==> config.mk <==
export PLATFORM = sky130hd
export DESIGN_NAME = cmps_supervisor
export DESIGN_NICKNAME = d
export VERILOG_FILES = /design/src/core/cmps_pkg.sv /design/src/core/cmps_sync.sv /design/src/core/cmps_supervisor.sv
export SDC_FILE = /design/constraint.sdc
export NUM_CORES = 1
export LEC_CHECK = 0
export BUFFER_PORTS_ARGS = -buffer_cell sky130_fd_sc_hd__buf_2
export CAP_MARGIN = 20
export CORE_ASPECT_RATIO = 0.7
export CORE_MARGIN = 2
export CORE_UTILIZATION = 48
export DETAILED_ROUTE_END_ITERATION = 12
export PLACE_DENSITY = 0.67
export REMOVE_ABC_BUFFERS = 1
export SYNTH_ARGS = -nofsm -noshare
export SYNTH_HDL_FRONTEND = slang
export SYNTH_HIERARCHICAL = 1
export SYNTH_SLANG_ARGS = --single-unit
==> constraint.sdc <==
create_clock -name sys_clk -period 3.1 [get_ports sys_clk]
set_input_delay 0.775 -clock sys_clk [delete_from_list [all_inputs] [get_ports sys_clk]]
set_output_delay 0.775 -clock sys_clk [all_outputs]
set_load 0.05 [all_outputs]
==> src/core/cmps_pkg.sv <==
// Package of constants and types for the charger mode and protection supervisor.
package cmps_pkg;

    // ------------------------------------------------------------
    // Timing
    // ------------------------------------------------------------
    localparam int unsigned CLK_HZ = 20_000_000;
    localparam int unsigned TICK_S = 1;
    localparam int unsigned TICK_CYCLES = CLK_HZ * TICK_S;
    localparam int unsigned OC_LATCH_CYCLES = 8;
    localparam logic [8:0] WDOG_80S = 9'h050;
    localparam logic [8:0] WDOG_160S = 9'h0a0;
    localparam logic [8:0] WDOG_320S = 9'h140;
    localparam logic [1:0] WDOG_OFF = 2'h0;

    // ------------------------------------------------------------
    // Reset values
    // ------------------------------------------------------------
    localparam logic [3:0] OC_CNT_RST = 4'h0;
    localparam logic [8:0] WDOG_CNT_RST = 9'h000;

    // ------------------------------------------------------------
    // Modes and current phases
    // ------------------------------------------------------------
    typedef enum logic [1:0] {
        CMPS_IDLE = 2'b00,
        CMPS_CHARGE = 2'b01,
        CMPS_OTG = 2'b10,
        CMPS_FAULT = 2'b11
    } cmps_mode_e;

    typedef enum logic [2:0] {
        CMPS_PH_DEAD = 3'b000,
        CMPS_PH_SHORT = 3'b001,
        CMPS_PH_PRECHG = 3'b010,
        CMPS_PH_FAST = 3'b011,
        CMPS_PH_DONE = 3'b100
    } cmps_phase_e;

    // Battery voltage comparator outputs, each high when above its threshold.
    typedef struct packed {
        logic above_dead;
        logic above_short;
        logic above_low;
        logic above_term;
    } cmps_vbat_s;

    // Host configuration bits.
    typedef struct packed {
        logic fet_current_limit_select;
        logic overcurrent_shutdown_disable;
        logic charge_enable_override;
        logic forced_idle;
        logic otg_request_bit;
        logic [1:0] watchdog_timeout;
        logic [1:0] short_current_select;
        logic [1:0] precharge_current;
    } cmps_cfg_s;

endpackage

==> src/core/cmps_sync.sv <==
// Three-stage synchroniser with agreement filter for one asynchronous input.
`timescale 1ns/10ps
module cmps_sync
(
    // Clock and reset
    input wire logic sys_clk,
    input wire logic rst,
    // Data
    input wire logic d,
    output logic q
);

    logic s1_r;
    logic s2_r;
    logic s3_r;
    logic q_r;

    always_ff @(posedge sys_clk or posedge rst)
    begin
        if (rst)
        begin
            s1_r <= 1'b0;
            s2_r <= 1'b0;
            s3_r <= 1'b0;
            q_r <= 1'b0;
        end
        else
        begin
            s1_r <= d;
            s2_r <= s1_r;
            s3_r <= s2_r;
            if (s2_r == s3_r)
            begin
                q_r <= s3_r;
            end
        end
    end

    assign q = q_r;

endmodule

==> src/core/cmps_supervisor.sv <==
// Charger mode sequencing, protection latches, watchdog and current phase select.
//
// Behaviour
// RQ1: Over-temperature disables the converter and latches the thermal shutdown flag.
// RQ2: In charge or OTG, converter restarts once temperature falls below restart threshold.
// RQ3: Thermal flag stays set after restart until a host read clears it.
// RQ4: Any FET over the selected limit is off for the rest of that cycle.
// RQ5: Eight consecutive limited cycles latch the converter off in charge or OTG.
// RQ6: Overcurrent latch clears by the disable bit or by passing through idle.
// RQ7: With the disable bit set, the eight-cycle latch never happens.
// RQ8: Watchdog expiry without a kick enters fault mode, converter off.
// RQ9: Each kick restarts the watchdog count; the kick bit self-clears.
// RQ10: Two-bit timeout field selects 80 to 320 seconds; 00 disables.
// RQ11: Watchdog off and zeroed in idle, counts after leaving for charge or OTG.
// RQ12: Charge mode is entered only from idle.
// RQ13: Simultaneous OTG and charge requests in idle choose OTG.
// RQ14: Enable pin above threshold is a charge request, below is none.
// RQ15: Override bit forces a charge request; otherwise the pin decides.
// RQ16: Charge entered only with forced-idle clear; forced-idle sends to idle.
// RQ17: In charge mode OTG pin and request bits do not cause exit.
// RQ18: Charge exits to idle on no request, forced-idle, or ship mode.
// RQ19: Charge to OTG always passes through idle.
// RQ20: Below dead select fixed current; dead to short select short-battery fraction.
// RQ21: Short to low select precharge; above low fast charge; above termination zero.
// RQ22: Overcurrent latch drives interrupt low until idle passed and clear written.
// RQ23: Comparator inputs synchronised per clock; watchdog counts a one-second tick.
// RQ24: Watchdog fault mode holds until the device passes through idle.
`timescale 1ns/10ps
module cmps_supervisor
(
    // Clock and reset
    input wire logic sys_clk,
    input wire logic rst,
    // Analog comparator inputs
    input wire logic over_temp_cmp,
    input wire logic restart_temp_cmp,
    input wire logic [3:0] fet_over_8a5_cmp,
    input wire logic [3:0] fet_over_10a_cmp,
    input wire logic cycle_start,
    input wire cmps_pkg::cmps_vbat_s vbat_cmp,
    // Pins
    input wire logic charge_enable_pin,
    input wire logic otg_request_pin_n,
    input wire logic ship_mode_enter,
    output logic interrupt_out_n,
    // Host configuration and strobes
    input wire cmps_pkg::cmps_cfg_s cfg,
    input wire logic watchdog_kick,
    input wire logic interrupt_clear,
    input wire logic thermal_flag_read,
    // Status and control outputs
    output logic thermal_shutdown_flag,
    output logic overcurrent_latched,
    output logic converter_enable,
    output logic [3:0] fet_gate_enable,
    output logic watchdog_kick_bit,
    output cmps_pkg::cmps_mode_e mode,
    output cmps_pkg::cmps_phase_e charge_phase
);

    // ------------------------------------------------------------
    // Input synchronisation
    // ------------------------------------------------------------
    localparam int NSYNC = 16;
    logic [NSYNC-1:0] raw_in;
    logic [NSYNC-1:0] syn;
    assign raw_in = {over_temp_cmp, restart_temp_cmp, charge_enable_pin, ~otg_request_pin_n,
                     vbat_cmp, fet_over_8a5_cmp, fet_over_10a_cmp};

    genvar gi;
    generate
        for (gi = 0; gi < NSYNC; gi++)
        begin : g_sync
            cmps_sync u_sync
            (
                .sys_clk(sys_clk),
                .rst(rst),
                .d(raw_in[gi]),
                .q(syn[gi])
            );
        end
    endgenerate

    logic hot;
    logic cooled;
    logic en_pin;
    logic otg_pin;
    cmps_pkg::cmps_vbat_s vb;
    logic [3:0] over_8a5;
    logic [3:0] over_10a;
    assign hot = syn[15]; // see RQ23
    assign cooled = syn[14];
    assign en_pin = syn[13];
    assign otg_pin = syn[12];
    assign vb = cmps_pkg::cmps_vbat_s'(syn[11:8]);
    assign over_8a5 = syn[7:4];
    assign over_10a = syn[3:0];

    // ------------------------------------------------------------
    // Registers
    // ------------------------------------------------------------
    cmps_pkg::cmps_mode_e mode_r;
    cmps_pkg::cmps_mode_e mode_nxt;
    logic tsd_active_r;
    logic tsd_flag_r;
    logic oc_latch_r;
    logic oc_irq_r;
    logic oc_idle_seen_r;
    logic [3:0] oc_cnt_r;
    logic [3:0] fet_off_r;
    logic hit_this_cycle_r;
    logic [8:0] wdog_cnt_r;
    logic [24:0] tick_cnt_r;
    logic kick_r;
    cmps_pkg::cmps_phase_e phase_r;

    // ------------------------------------------------------------
    // Requests and mode sequencing
    // ------------------------------------------------------------
    logic chg_req;
    logic otg_req;
    logic wdog_expired;
    logic in_idle;
    assign chg_req = cfg.charge_enable_override | en_pin; // see RQ14 see RQ15
    assign otg_req = otg_pin | cfg.otg_request_bit;
    assign in_idle = (mode_r == cmps_pkg::CMPS_IDLE);

    always_comb
    begin
        mode_nxt = mode_r;
        case (mode_r)
            cmps_pkg::CMPS_IDLE:
            begin
                if (cfg.forced_idle | ship_mode_enter)
                begin
                    mode_nxt = cmps_pkg::CMPS_IDLE; // see RQ16
                end
                else if (otg_req)
                begin
                    mode_nxt = cmps_pkg::CMPS_OTG; // see RQ13
                end
                else if (chg_req)
                begin
                    mode_nxt = cmps_pkg::CMPS_CHARGE; // see RQ12
                end
            end
            cmps_pkg::CMPS_CHARGE:
            begin
                if (cfg.forced_idle | ship_mode_enter | ~chg_req)
                begin
                    mode_nxt = cmps_pkg::CMPS_IDLE; // see RQ17 see RQ18 see RQ19
                end
                else if (wdog_expired)
                begin
                    mode_nxt = cmps_pkg::CMPS_FAULT; // see RQ8
                end
            end
            cmps_pkg::CMPS_OTG:
            begin
                if (cfg.forced_idle | ship_mode_enter | ~otg_req)
                begin
                    mode_nxt = cmps_pkg::CMPS_IDLE;
                end
                else if (wdog_expired)
                begin
                    mode_nxt = cmps_pkg::CMPS_FAULT;
                end
            end
            default:
            begin
                if (cfg.forced_idle | ship_mode_enter)
                begin
                    mode_nxt = cmps_pkg::CMPS_IDLE; // see RQ24
                end
            end
        endcase
    end

    always_ff @(posedge sys_clk or posedge rst)
    begin
        if (rst)
        begin
            mode_r <= cmps_pkg::CMPS_IDLE;
        end
        else
        begin
            mode_r <= mode_nxt;
        end
    end

    // ------------------------------------------------------------
    // Thermal shutdown
    // ------------------------------------------------------------
    logic active_mode;
    assign active_mode = (mode_r == cmps_pkg::CMPS_CHARGE) | (mode_r == cmps_pkg::CMPS_OTG);

    always_ff @(posedge sys_clk or posedge rst)
    begin
        if (rst)
        begin
            tsd_active_r <= 1'b0;
            tsd_flag_r <= 1'b0;
        end
        else
        begin
            if (hot)
            begin
                tsd_active_r <= 1'b1; // see RQ1
            end
            else if (cooled & active_mode)
            begin
                tsd_active_r <= 1'b0; // see RQ2
            end
            if (hot)
            begin
                tsd_flag_r <= 1'b1; // see RQ1
            end
            else if (thermal_flag_read & ~tsd_active_r)
            begin
                tsd_flag_r <= 1'b0; // see RQ3
            end
        end
    end

    // ------------------------------------------------------------
    // FET overcurrent
    // ------------------------------------------------------------
    logic [3:0] over_lim;
    logic any_hit;
    assign over_lim = cfg.fet_current_limit_select ? over_10a : over_8a5;
    assign any_hit = |over_lim;

    always_ff @(posedge sys_clk or posedge rst)
    begin
        if (rst)
        begin
            fet_off_r <= 4'h0;
            hit_this_cycle_r <= 1'b0;
            oc_cnt_r <= cmps_pkg::OC_CNT_RST;
            oc_latch_r <= 1'b0;
        end
        else
        begin
            if (cycle_start)
            begin
                fet_off_r <= over_lim; // see RQ4
                hit_this_cycle_r <= any_hit;
                if (~(hit_this_cycle_r | any_hit) | ~active_mode |
                    cfg.overcurrent_shutdown_disable)
                begin
                    oc_cnt_r <= cmps_pkg::OC_CNT_RST;
                end
                else if (oc_cnt_r < 4'(cmps_pkg::OC_LATCH_CYCLES))
                begin
                    oc_cnt_r <= oc_cnt_r + 4'h1; // see RQ5
                end
            end
            else
            begin
                fet_off_r <= fet_off_r | over_lim; // see RQ4
                hit_this_cycle_r <= hit_this_cycle_r | any_hit;
            end
            if (cfg.overcurrent_shutdown_disable | in_idle)
            begin
                oc_latch_r <= 1'b0; // see RQ6 see RQ7
            end
            else if (active_mode & cycle_start &
                     (oc_cnt_r == 4'(cmps_pkg::OC_LATCH_CYCLES - 1)) &
                     (hit_this_cycle_r | any_hit))
            begin
                oc_latch_r <= 1'b1; // see RQ5
            end
        end
    end

    // Interrupt held until idle has been passed and a clear is written.
    always_ff @(posedge sys_clk or posedge rst)
    begin
        if (rst)
        begin
            oc_irq_r <= 1'b0;
            oc_idle_seen_r <= 1'b0;
        end
        else
        begin
            if (oc_latch_r & ~oc_irq_r)
            begin
                oc_irq_r <= 1'b1; // see RQ22
                oc_idle_seen_r <= 1'b0;
            end
            else if (oc_irq_r)
            begin
                if (in_idle)
                begin
                    oc_idle_seen_r <= 1'b1;
                end
                if (interrupt_clear & oc_idle_seen_r & ~oc_latch_r)
                begin
                    oc_irq_r <= 1'b0; // see RQ22
                end
            end
        end
    end

    // ------------------------------------------------------------
    // Watchdog
    // ------------------------------------------------------------
    logic tick;
    logic [8:0] wdog_limit;
    assign tick = (tick_cnt_r == 25'(cmps_pkg::TICK_CYCLES - 1)); // see RQ23
    assign wdog_limit = (cfg.watchdog_timeout == 2'h1) ? cmps_pkg::WDOG_80S :
                        (cfg.watchdog_timeout == 2'h2) ? cmps_pkg::WDOG_160S :
                        cmps_pkg::WDOG_320S; // see RQ10
    assign wdog_expired = active_mode & (cfg.watchdog_timeout != cmps_pkg::WDOG_OFF) &
                          (wdog_cnt_r >= wdog_limit); // see RQ8

    always_ff @(posedge sys_clk or posedge rst)
    begin
        if (rst)
        begin
            tick_cnt_r <= 25'h0;
            wdog_cnt_r <= cmps_pkg::WDOG_CNT_RST;
            kick_r <= 1'b0;
        end
        else
        begin
            kick_r <= watchdog_kick; // see RQ9
            tick_cnt_r <= tick ? 25'h0 : tick_cnt_r + 25'h1;
            if (in_idle | watchdog_kick | (cfg.watchdog_timeout == cmps_pkg::WDOG_OFF))
            begin
                wdog_cnt_r <= cmps_pkg::WDOG_CNT_RST; // see RQ9 see RQ11
            end
            else if (active_mode & tick & (wdog_cnt_r < wdog_limit))
            begin
                wdog_cnt_r <= wdog_cnt_r + 9'h1;
            end
        end
    end

    // ------------------------------------------------------------
    // Charge phase
    // ------------------------------------------------------------
    always_ff @(posedge sys_clk or posedge rst)
    begin
        if (rst)
        begin
            phase_r <= cmps_pkg::CMPS_PH_DEAD;
        end
        else if (vb.above_term)
        begin
            phase_r <= cmps_pkg::CMPS_PH_DONE; // see RQ21
        end
        else if (vb.above_low)
        begin
            phase_r <= cmps_pkg::CMPS_PH_FAST; // see RQ21
        end
        else if (vb.above_short)
        begin
            phase_r <= cmps_pkg::CMPS_PH_PRECHG; // see RQ21
        end
        else if (vb.above_dead)
        begin
            phase_r <= cmps_pkg::CMPS_PH_SHORT; // see RQ20
        end
        else
        begin
            phase_r <= cmps_pkg::CMPS_PH_DEAD; // see RQ20
        end
    end

    // ------------------------------------------------------------
    // Outputs
    // ------------------------------------------------------------
    assign converter_enable = active_mode & ~tsd_active_r & ~oc_latch_r; // see RQ1 see RQ5
    assign fet_gate_enable = converter_enable ? ~fet_off_r : 4'h0;
    assign interrupt_out_n = ~oc_irq_r;
    assign thermal_shutdown_flag = tsd_flag_r;
    assign overcurrent_latched = oc_latch_r;
    assign watchdog_kick_bit = kick_r;
    assign mode = mode_r;
    assign charge_phase = phase_r;

endmodule

==> results of run 1 <==
[state kept, by name, indices dropped and copies added, names as in the netlist]
signal and flops:
oc_idle_seen_r 1, thermal_shutdown_flag 1, watchdog_kick_bit 1, overcurrent_latched 1
hit_this_cycle_r 1, g_sync.u_sync/s1_r 16, charge_phase 3, mode 2
tsd_active_r 1, oc_cnt_r 4, oc_irq_r 1, g_sync.u_sync/s3_r 16
g_sync.u_sync/q 16, wdog_cnt_r 9, g_sync.u_sync/s2_r 16, tick_cnt_r 25
fet_off_r 4
[power by group through the flow]
stage	sequential (uW)	clock (uW)	combinational, uW
floorplan	1690	0	88.6
global placement	1670	0	161
detailed placement	1680	0	167
CTS	1650	2230	169
global route	1660	2290	186
finish	1650	2190	165
[through the flow]
stage,std cells,hold WS (ns),setup slack [ns]
2_1_floorplan,394,0.331,0.288
3_3_place_gp,569,0.331,0.195
3_5_place_dp,569,0.337,0.103
4_1_cts,601,0.349,0.406
5_1_grt,601,0.354,0.297
6_report,601,0.347,0.443
[synthesized netlist by cell type (2+ instances only)]
| cell | n | area share |
|---|---|---|
| nor3_1 | 5 | 0.0051 |
| nor2_1 | 42 | 0.032 |
| maj3_2 | 16 | 0.037 |
| inv_1 | 34 | 0.026 |
| dfrtp_1 | 118 | 0.61 |
| nand2b_1 | 3 | 0.0039 |
| a221o_1 | 4 | 0.0082 |
| nand3_1 | 9 | 0.0093 |
| nand2_1 | 25 | 0.019 |
| nor4b_2 | 2 | 0.0062 |
| mux2i_1 | 2 | 0.0041 |
| ha_1 | 16 | 0.041 |
| or4_1 | 3 | 0.0046 |
| and4_4 | 2 | 0.0046 |
| or3_1 | 3 | 0.0039 |
| xor2_1 | 14 | 0.025 |
| nand3_2 | 3 | 0.0062 |
| a21oi_1 | 13 | 0.013 |
| nor4bb_1 | 2 | 0.0041 |
| a31o_2 | 2 | 0.0036 |
| and3_1 | 5 | 0.0064 |
| o21ai_0 | 9 | 0.0093 |
| nand4_1 | 7 | 0.0090 |
| a21o_1 | 3 | 0.0046 |
| xnor2_1 | 11 | 0.020 |
| buf_2 | 2 | 0.0021 |
| o211a_1 | 2 | 0.0041 |
| nor2b_1 | 7 | 0.0090 |
| nor4_4 | 2 | 0.0088 |
| o21ai_2 | 2 | 0.0036 |
[critical path: cells and delay by family, from the launching register on]
| family | cells | cell delay, ns |
|---|---|---|
| DFF | 1 | 0.45 |
| buffers and inverters | 2 | 0.39 |
| adders and majority gates | 1 | 0.31 |
| and+or+nand+nor | 2 | 0.32 |
[metal layers]
layer / up-vias / track usage / share of wire
met5: - / 0 / 0
met4: 0 / 0.0858 / 0.017
met3: 17 / 0.0544 / 0.040
met2: 48 / 0.274 / 0.44
met1: 1513 / 0.230 / 0.50
li1: 1492 / - / -
[cells by family after synthesis]
logic type	after synthesis
AND/OR/NAND/NOR	138
flip-flops	118
AO/OA/AOI/OAI	44
buffers and inverters	38
adder cells (fa/ha/maj)	32
XOR/XNOR	25
multiplexers	3
[final timing paths]
kind | slack [ns] | cells past startpoint | to
worst max-delay path | 0.44 | 5 | fet_gate_enable[2]
worst min-delay path | 0.35 | 0 | g_sync[11].u_sync/s2_r
worst max register to register | 0.88 | 6 | wdog_cnt_r[7]
worst min register to register | 0.35 | 0 | g_sync[11].u_sync/s2_r
max in group asynchronous | 1.93 | 3 | tick_cnt_r[10]
min in group asynchronous | 0.41 | 2 | g_sync[12].u_sync/s3_r
[final cells by class]
class / instances / area share
sequential: 118 / 0.498
multi-input combinational: 242 / 0.297
clock buffer: 21 / 0.0794
timing repair buffer: 47 / 0.0435
clock inverter: 11 / 0.0329
tap: 128 / 0.0270
inverter: 34 / 0.0215
==> results.tsv, run 1 <==
metric	value	unit
max cap viols	0	
Congestion Overflow GR	0	
first-pass GRT wire length	14900	microns
Max Clk Rate	376	MHz
Core Rows	30	
multi-input logic area	1760	sq um
ant diodes	0	
post-DR wirelength/cell	14.4	microns
Clock Path Buffers	2	
Vert. Die Dim	88.2	microns
top_reg_cell synth	dfrtp_1	
CTS Buf Count	17	
largest net degree at the start of global routing	30	
Detail Route Antenna Nets	0	
RSZ-0062 raised after global routing	false	
Tmin final	2.66	ns
Clock Skews	0.00678	ns
Compound-Gate Fraction of Synth Area	0.0608	
Hold Path Class	flop to flop	
insertion delay to the later sink of the worst-skew pair	0.41	ns
period utilization	0.857	
Critical path origin	mode[1]	
Hold Vio Cnt, Final	0	
hold buffer count at cts	0	
Iter 0 DRT Violations	143	
share of layout cells above drive strength 1	0.256	
Clock Sink Count	118	
fin nets	510	
crit path launch type	flop	
synthesized area	4860	sq um
gr usage total	0.176	
cell leakage power	0.00275	uW
Port Buffers	43	
Layout fillers	781	
Power per Cell Area	675	nW/um^2
hold wc startpoint	g_sync[11].u_sync/s1_r	
sequential cell area	2950	sq um
Chip Width	124	microns
slowest CP cell	dfrtp_1	
peak supply drop	447	uV
clk slew on worst S/H paths	0.05	ns
drt total wl	8680	microns
Final Max Tran Viols	0	
drt pass-1 iters	4	
Internal	3170	uW
status	complete, no violations	
Syn Area/Cell	12.2	sq um
Seq pwr share	0.412	
Warnings, synthesis	6	
crit path DAT	1.88	ns
unique cell type count in the Yosys netlist	60	
critical-path cell list	inv_1, ha_1, nand2_1, nor2_1, buf_2	
core area	9760	sq um
post-synthesis adder-cell area fraction	0.0783	
routed vias	3070	
Total Power	4000	uW
FF+latch count, synth	118	
final setup vio count	0	
setup total negative slack	0	ns
required time worst endpoint	2.32	ns
Synth Area in Simple Gates	0.172	
DRC viols	0	
CP max FO	6	
Die ar.	11000	sq um
Seq/Total Area, Yosys	0.608	
CTS resizes	0	
largest family of logic cells by synthesized area	simple AND/OR/NAND/NOR gates	
worst reg2reg startpoint	wdog_cnt_r[6]	
Root Buffer	clkbuf_16	
GPL Wtd Cong	0.819	
Clock power frac	0.546	
I/O pin cnt	48	
initial antenna violation count	0	
Final HPWL DP	6180	microns
critical path endpoint category	output port	
worst stage delay on the critical path	0.45	ns
Comb pwr share	0.041	
post-synthesis mux area share	0.00644	
ys async rst share	1.00	
utilization after layout	0.607	
slew margin rel.	0.580	
Worst Tran Pin Value	0.624	ns
Area growth syn-to-layout	21.9	%
H-tree levels	4	
commonest non-fill, non-tap cell in the layout	dfrtp_1	
most frequent cells in the layout	dfrtp_1, buf_2, nor2_1	
Post-synth EDFFs	0	
CTS tree	yes	
Starting Density	0.498	
number of global-route vias before repair	3188	
Final Cell Area	5930	sq um
switching pwr	834	uW
drt via density	5.11	
crit path kind	flop to output port	
Cells after Synth	398	
switching part of the total power	0.209	
Cell Area, Placed	5260	sq um
number of setup buffers added after CTS	0	
XOR/XNOR Fraction of Synth Area	0.0451	
No activity file was read; power rests on OpenSTA's default activity.
==> run 2: changes to the inputs <==
Settings changed: RECOVER_POWER set to 50.
==> run 2 against run 1 <==
Clock-buffer cell count stayed put. Routed wire length is essentially flat. Final cell count unchanged. Non-clock buffer count did not move. Combinational power is essentially flat. Sequential cell count did not move. Critical path depth stayed put. Register-to-register slack about the same. Highest routed layer unchanged.
==> results.tsv, run 2 (synthesis results as in run 1) <==
metric	value	unit
final cell count without fillers	601	
cell total after placement	569	
worst reg2reg startpoint	wdog_cnt_r[6]	
Final Cell Area	5910	sq um
drt pass-1 iters	4	
Clock Skews	0.00678	ns
Die ar.	11000	sq um
share of layout cells above drive strength 1	0.235	
Area growth syn-to-layout	21.7	%
I/O pin cnt	48	
CTS tree	yes	
CTS Buf Count	17	
max cap viols	0	
initial antenna violation count	0	
setup total negative slack	0	ns
peak supply drop	437	uV
hold wc startpoint	g_sync[11].u_sync/s1_r	
routed vias	3070	
critical path endpoint category	output port	
ant diodes	0	
Congestion Overflow GR	0	
required time worst endpoint	2.32	ns
Final HPWL DP	6180	microns
Final Max Tran Viols	0	
insertion delay to the later sink of the worst-skew pair	0.41	ns
drt via density	5.11	
number of global-route vias before repair	3188	
final setup vio count	0	
Reg with most FFs	tick_cnt_r	
Tmin final	2.66	ns
crit path launch type	flop	
commonest non-fill, non-tap cell in the layout	dfrtp_1	
Hold Vio Cnt, Final	0	
Root Buffer	clkbuf_16	
slew margin rel.	0.440	
gr usage total	0.176	
RSZ-0062 raised after global routing	false	
CP max FO	6	
hold buffer count at cts	0	
RR Endpoint	wdog_cnt_r[7]	
core area	9760	sq um
largest net degree at the start of global routing	30	
fin nets	510	
Detail Route Antenna Nets	0	
period utilization	0.857	
Hold Path Sink	g_sync[11].u_sync/s2_r	
first-pass GRT wire length	14900	microns
Layout fillers	782	
status	complete, no violations	
Hold Path Class	flop to flop	
crit path DAT	1.88	ns
max reg flops	25	
number of setup buffers added after CTS	0	
clk slew on worst S/H paths	0.05	ns
Clock Path Buffers	2	
Worst Tran Pin Value	0.840	ns
H-tree levels	4	
Max Clk Rate	376	MHz
GPL Wtd Cong	0.819	
most frequent cells in the layout	dfrtp_1, nor2_1, buf_2	
Reg2Reg Setup Slack	0.88	ns
Chip Width	124	microns
Hold Path Depth	0	
CTS resizes	0	
drt total wl	8670	microns
cell leakage power	0.00273	uW
Clock Sink Count	118	
DRC viols	0	
Starting Density	0.498	
Port Buffers	43	
post-DR wirelength/cell	14.4	microns
R2R cell count	6	
crit path kind	flop to output port	
Iter 0 DRT Violations	141	
Power per Cell Area	676	nW/um^2
Vert. Die Dim	88.2	microns
Core Rows	30	
Cell Area, Placed	5260	sq um
## run 2: power breakdown
| part | total [uW] | switching, uW | internal, uW | leakage [uW] |
|---|---|---|---|---|
| Clock | 2190 | 695 | 1490 | 0.000316 |
| Sequential | 1650 | 39.1 | 1610 | 0.00145 |
| Combinational | 162 | 100 | 62.2 | 0.000972 |
| Total | 4000 | 834 | 3160 | 0.00273 |
## run 2: critical path: stages, from the launching register on
cell	delay, ns
dfrtp_1	0.45
inv_1	0.10
ha_1	0.31
nand2_1	0.16
nor2_1	0.16
buf_2	0.29
## run 2: cell type report
| type | instances | area (sq um) | share of cell area |
|---|---|---|---|
| flip-flops and latches | 118 | 2950 | 0.499 |
| multi-input cells | 242 | 1750 | 0.296 |
| clock buffers | 21 | 470 | 0.0796 |
| repair buffers | 47 | 255 | 0.0432 |
| clock inverters | 11 | 195 | 0.0330 |
| well taps | 128 | 160 | 0.0271 |
| inverters | 34 | 128 | 0.0216 |
## run 2: worst max-delay path by stage
stage,startpoint,end,depth (start not counted)
6_report,mode[1],fet_gate_enable[2],5
4_1_cts,mode[1],fet_gate_enable[2],5
3_5_place_dp,cfg[4],wdog_cnt_r[7],9
3_3_place_gp,cfg[4],wdog_cnt_r[7],9
2_1_floorplan,cfg[4],wdog_cnt_r[7],8
5_1_grt,mode[1],fet_gate_enable[2],5
## run 2: routing by layer
metal	wire, microns	track usage
met1	4360	0.230
met2	3820	0.274
met3	330	0.0544
met4	163	0.0858
met5	0	0
## run 2: through the flow
step,util,power (uW),setup slack (ns),hold WS [ns]
after floorplan,-,1780,0.288,0.331
after global placement,0.539,1830,0.195,0.331
after detailed placement,0.539,1840,0.103,0.337
after CTS,0.607,4050,0.406,0.349
after global routing,0.606,4130,0.297,0.354
final,0.606,4000,0.443,0.347
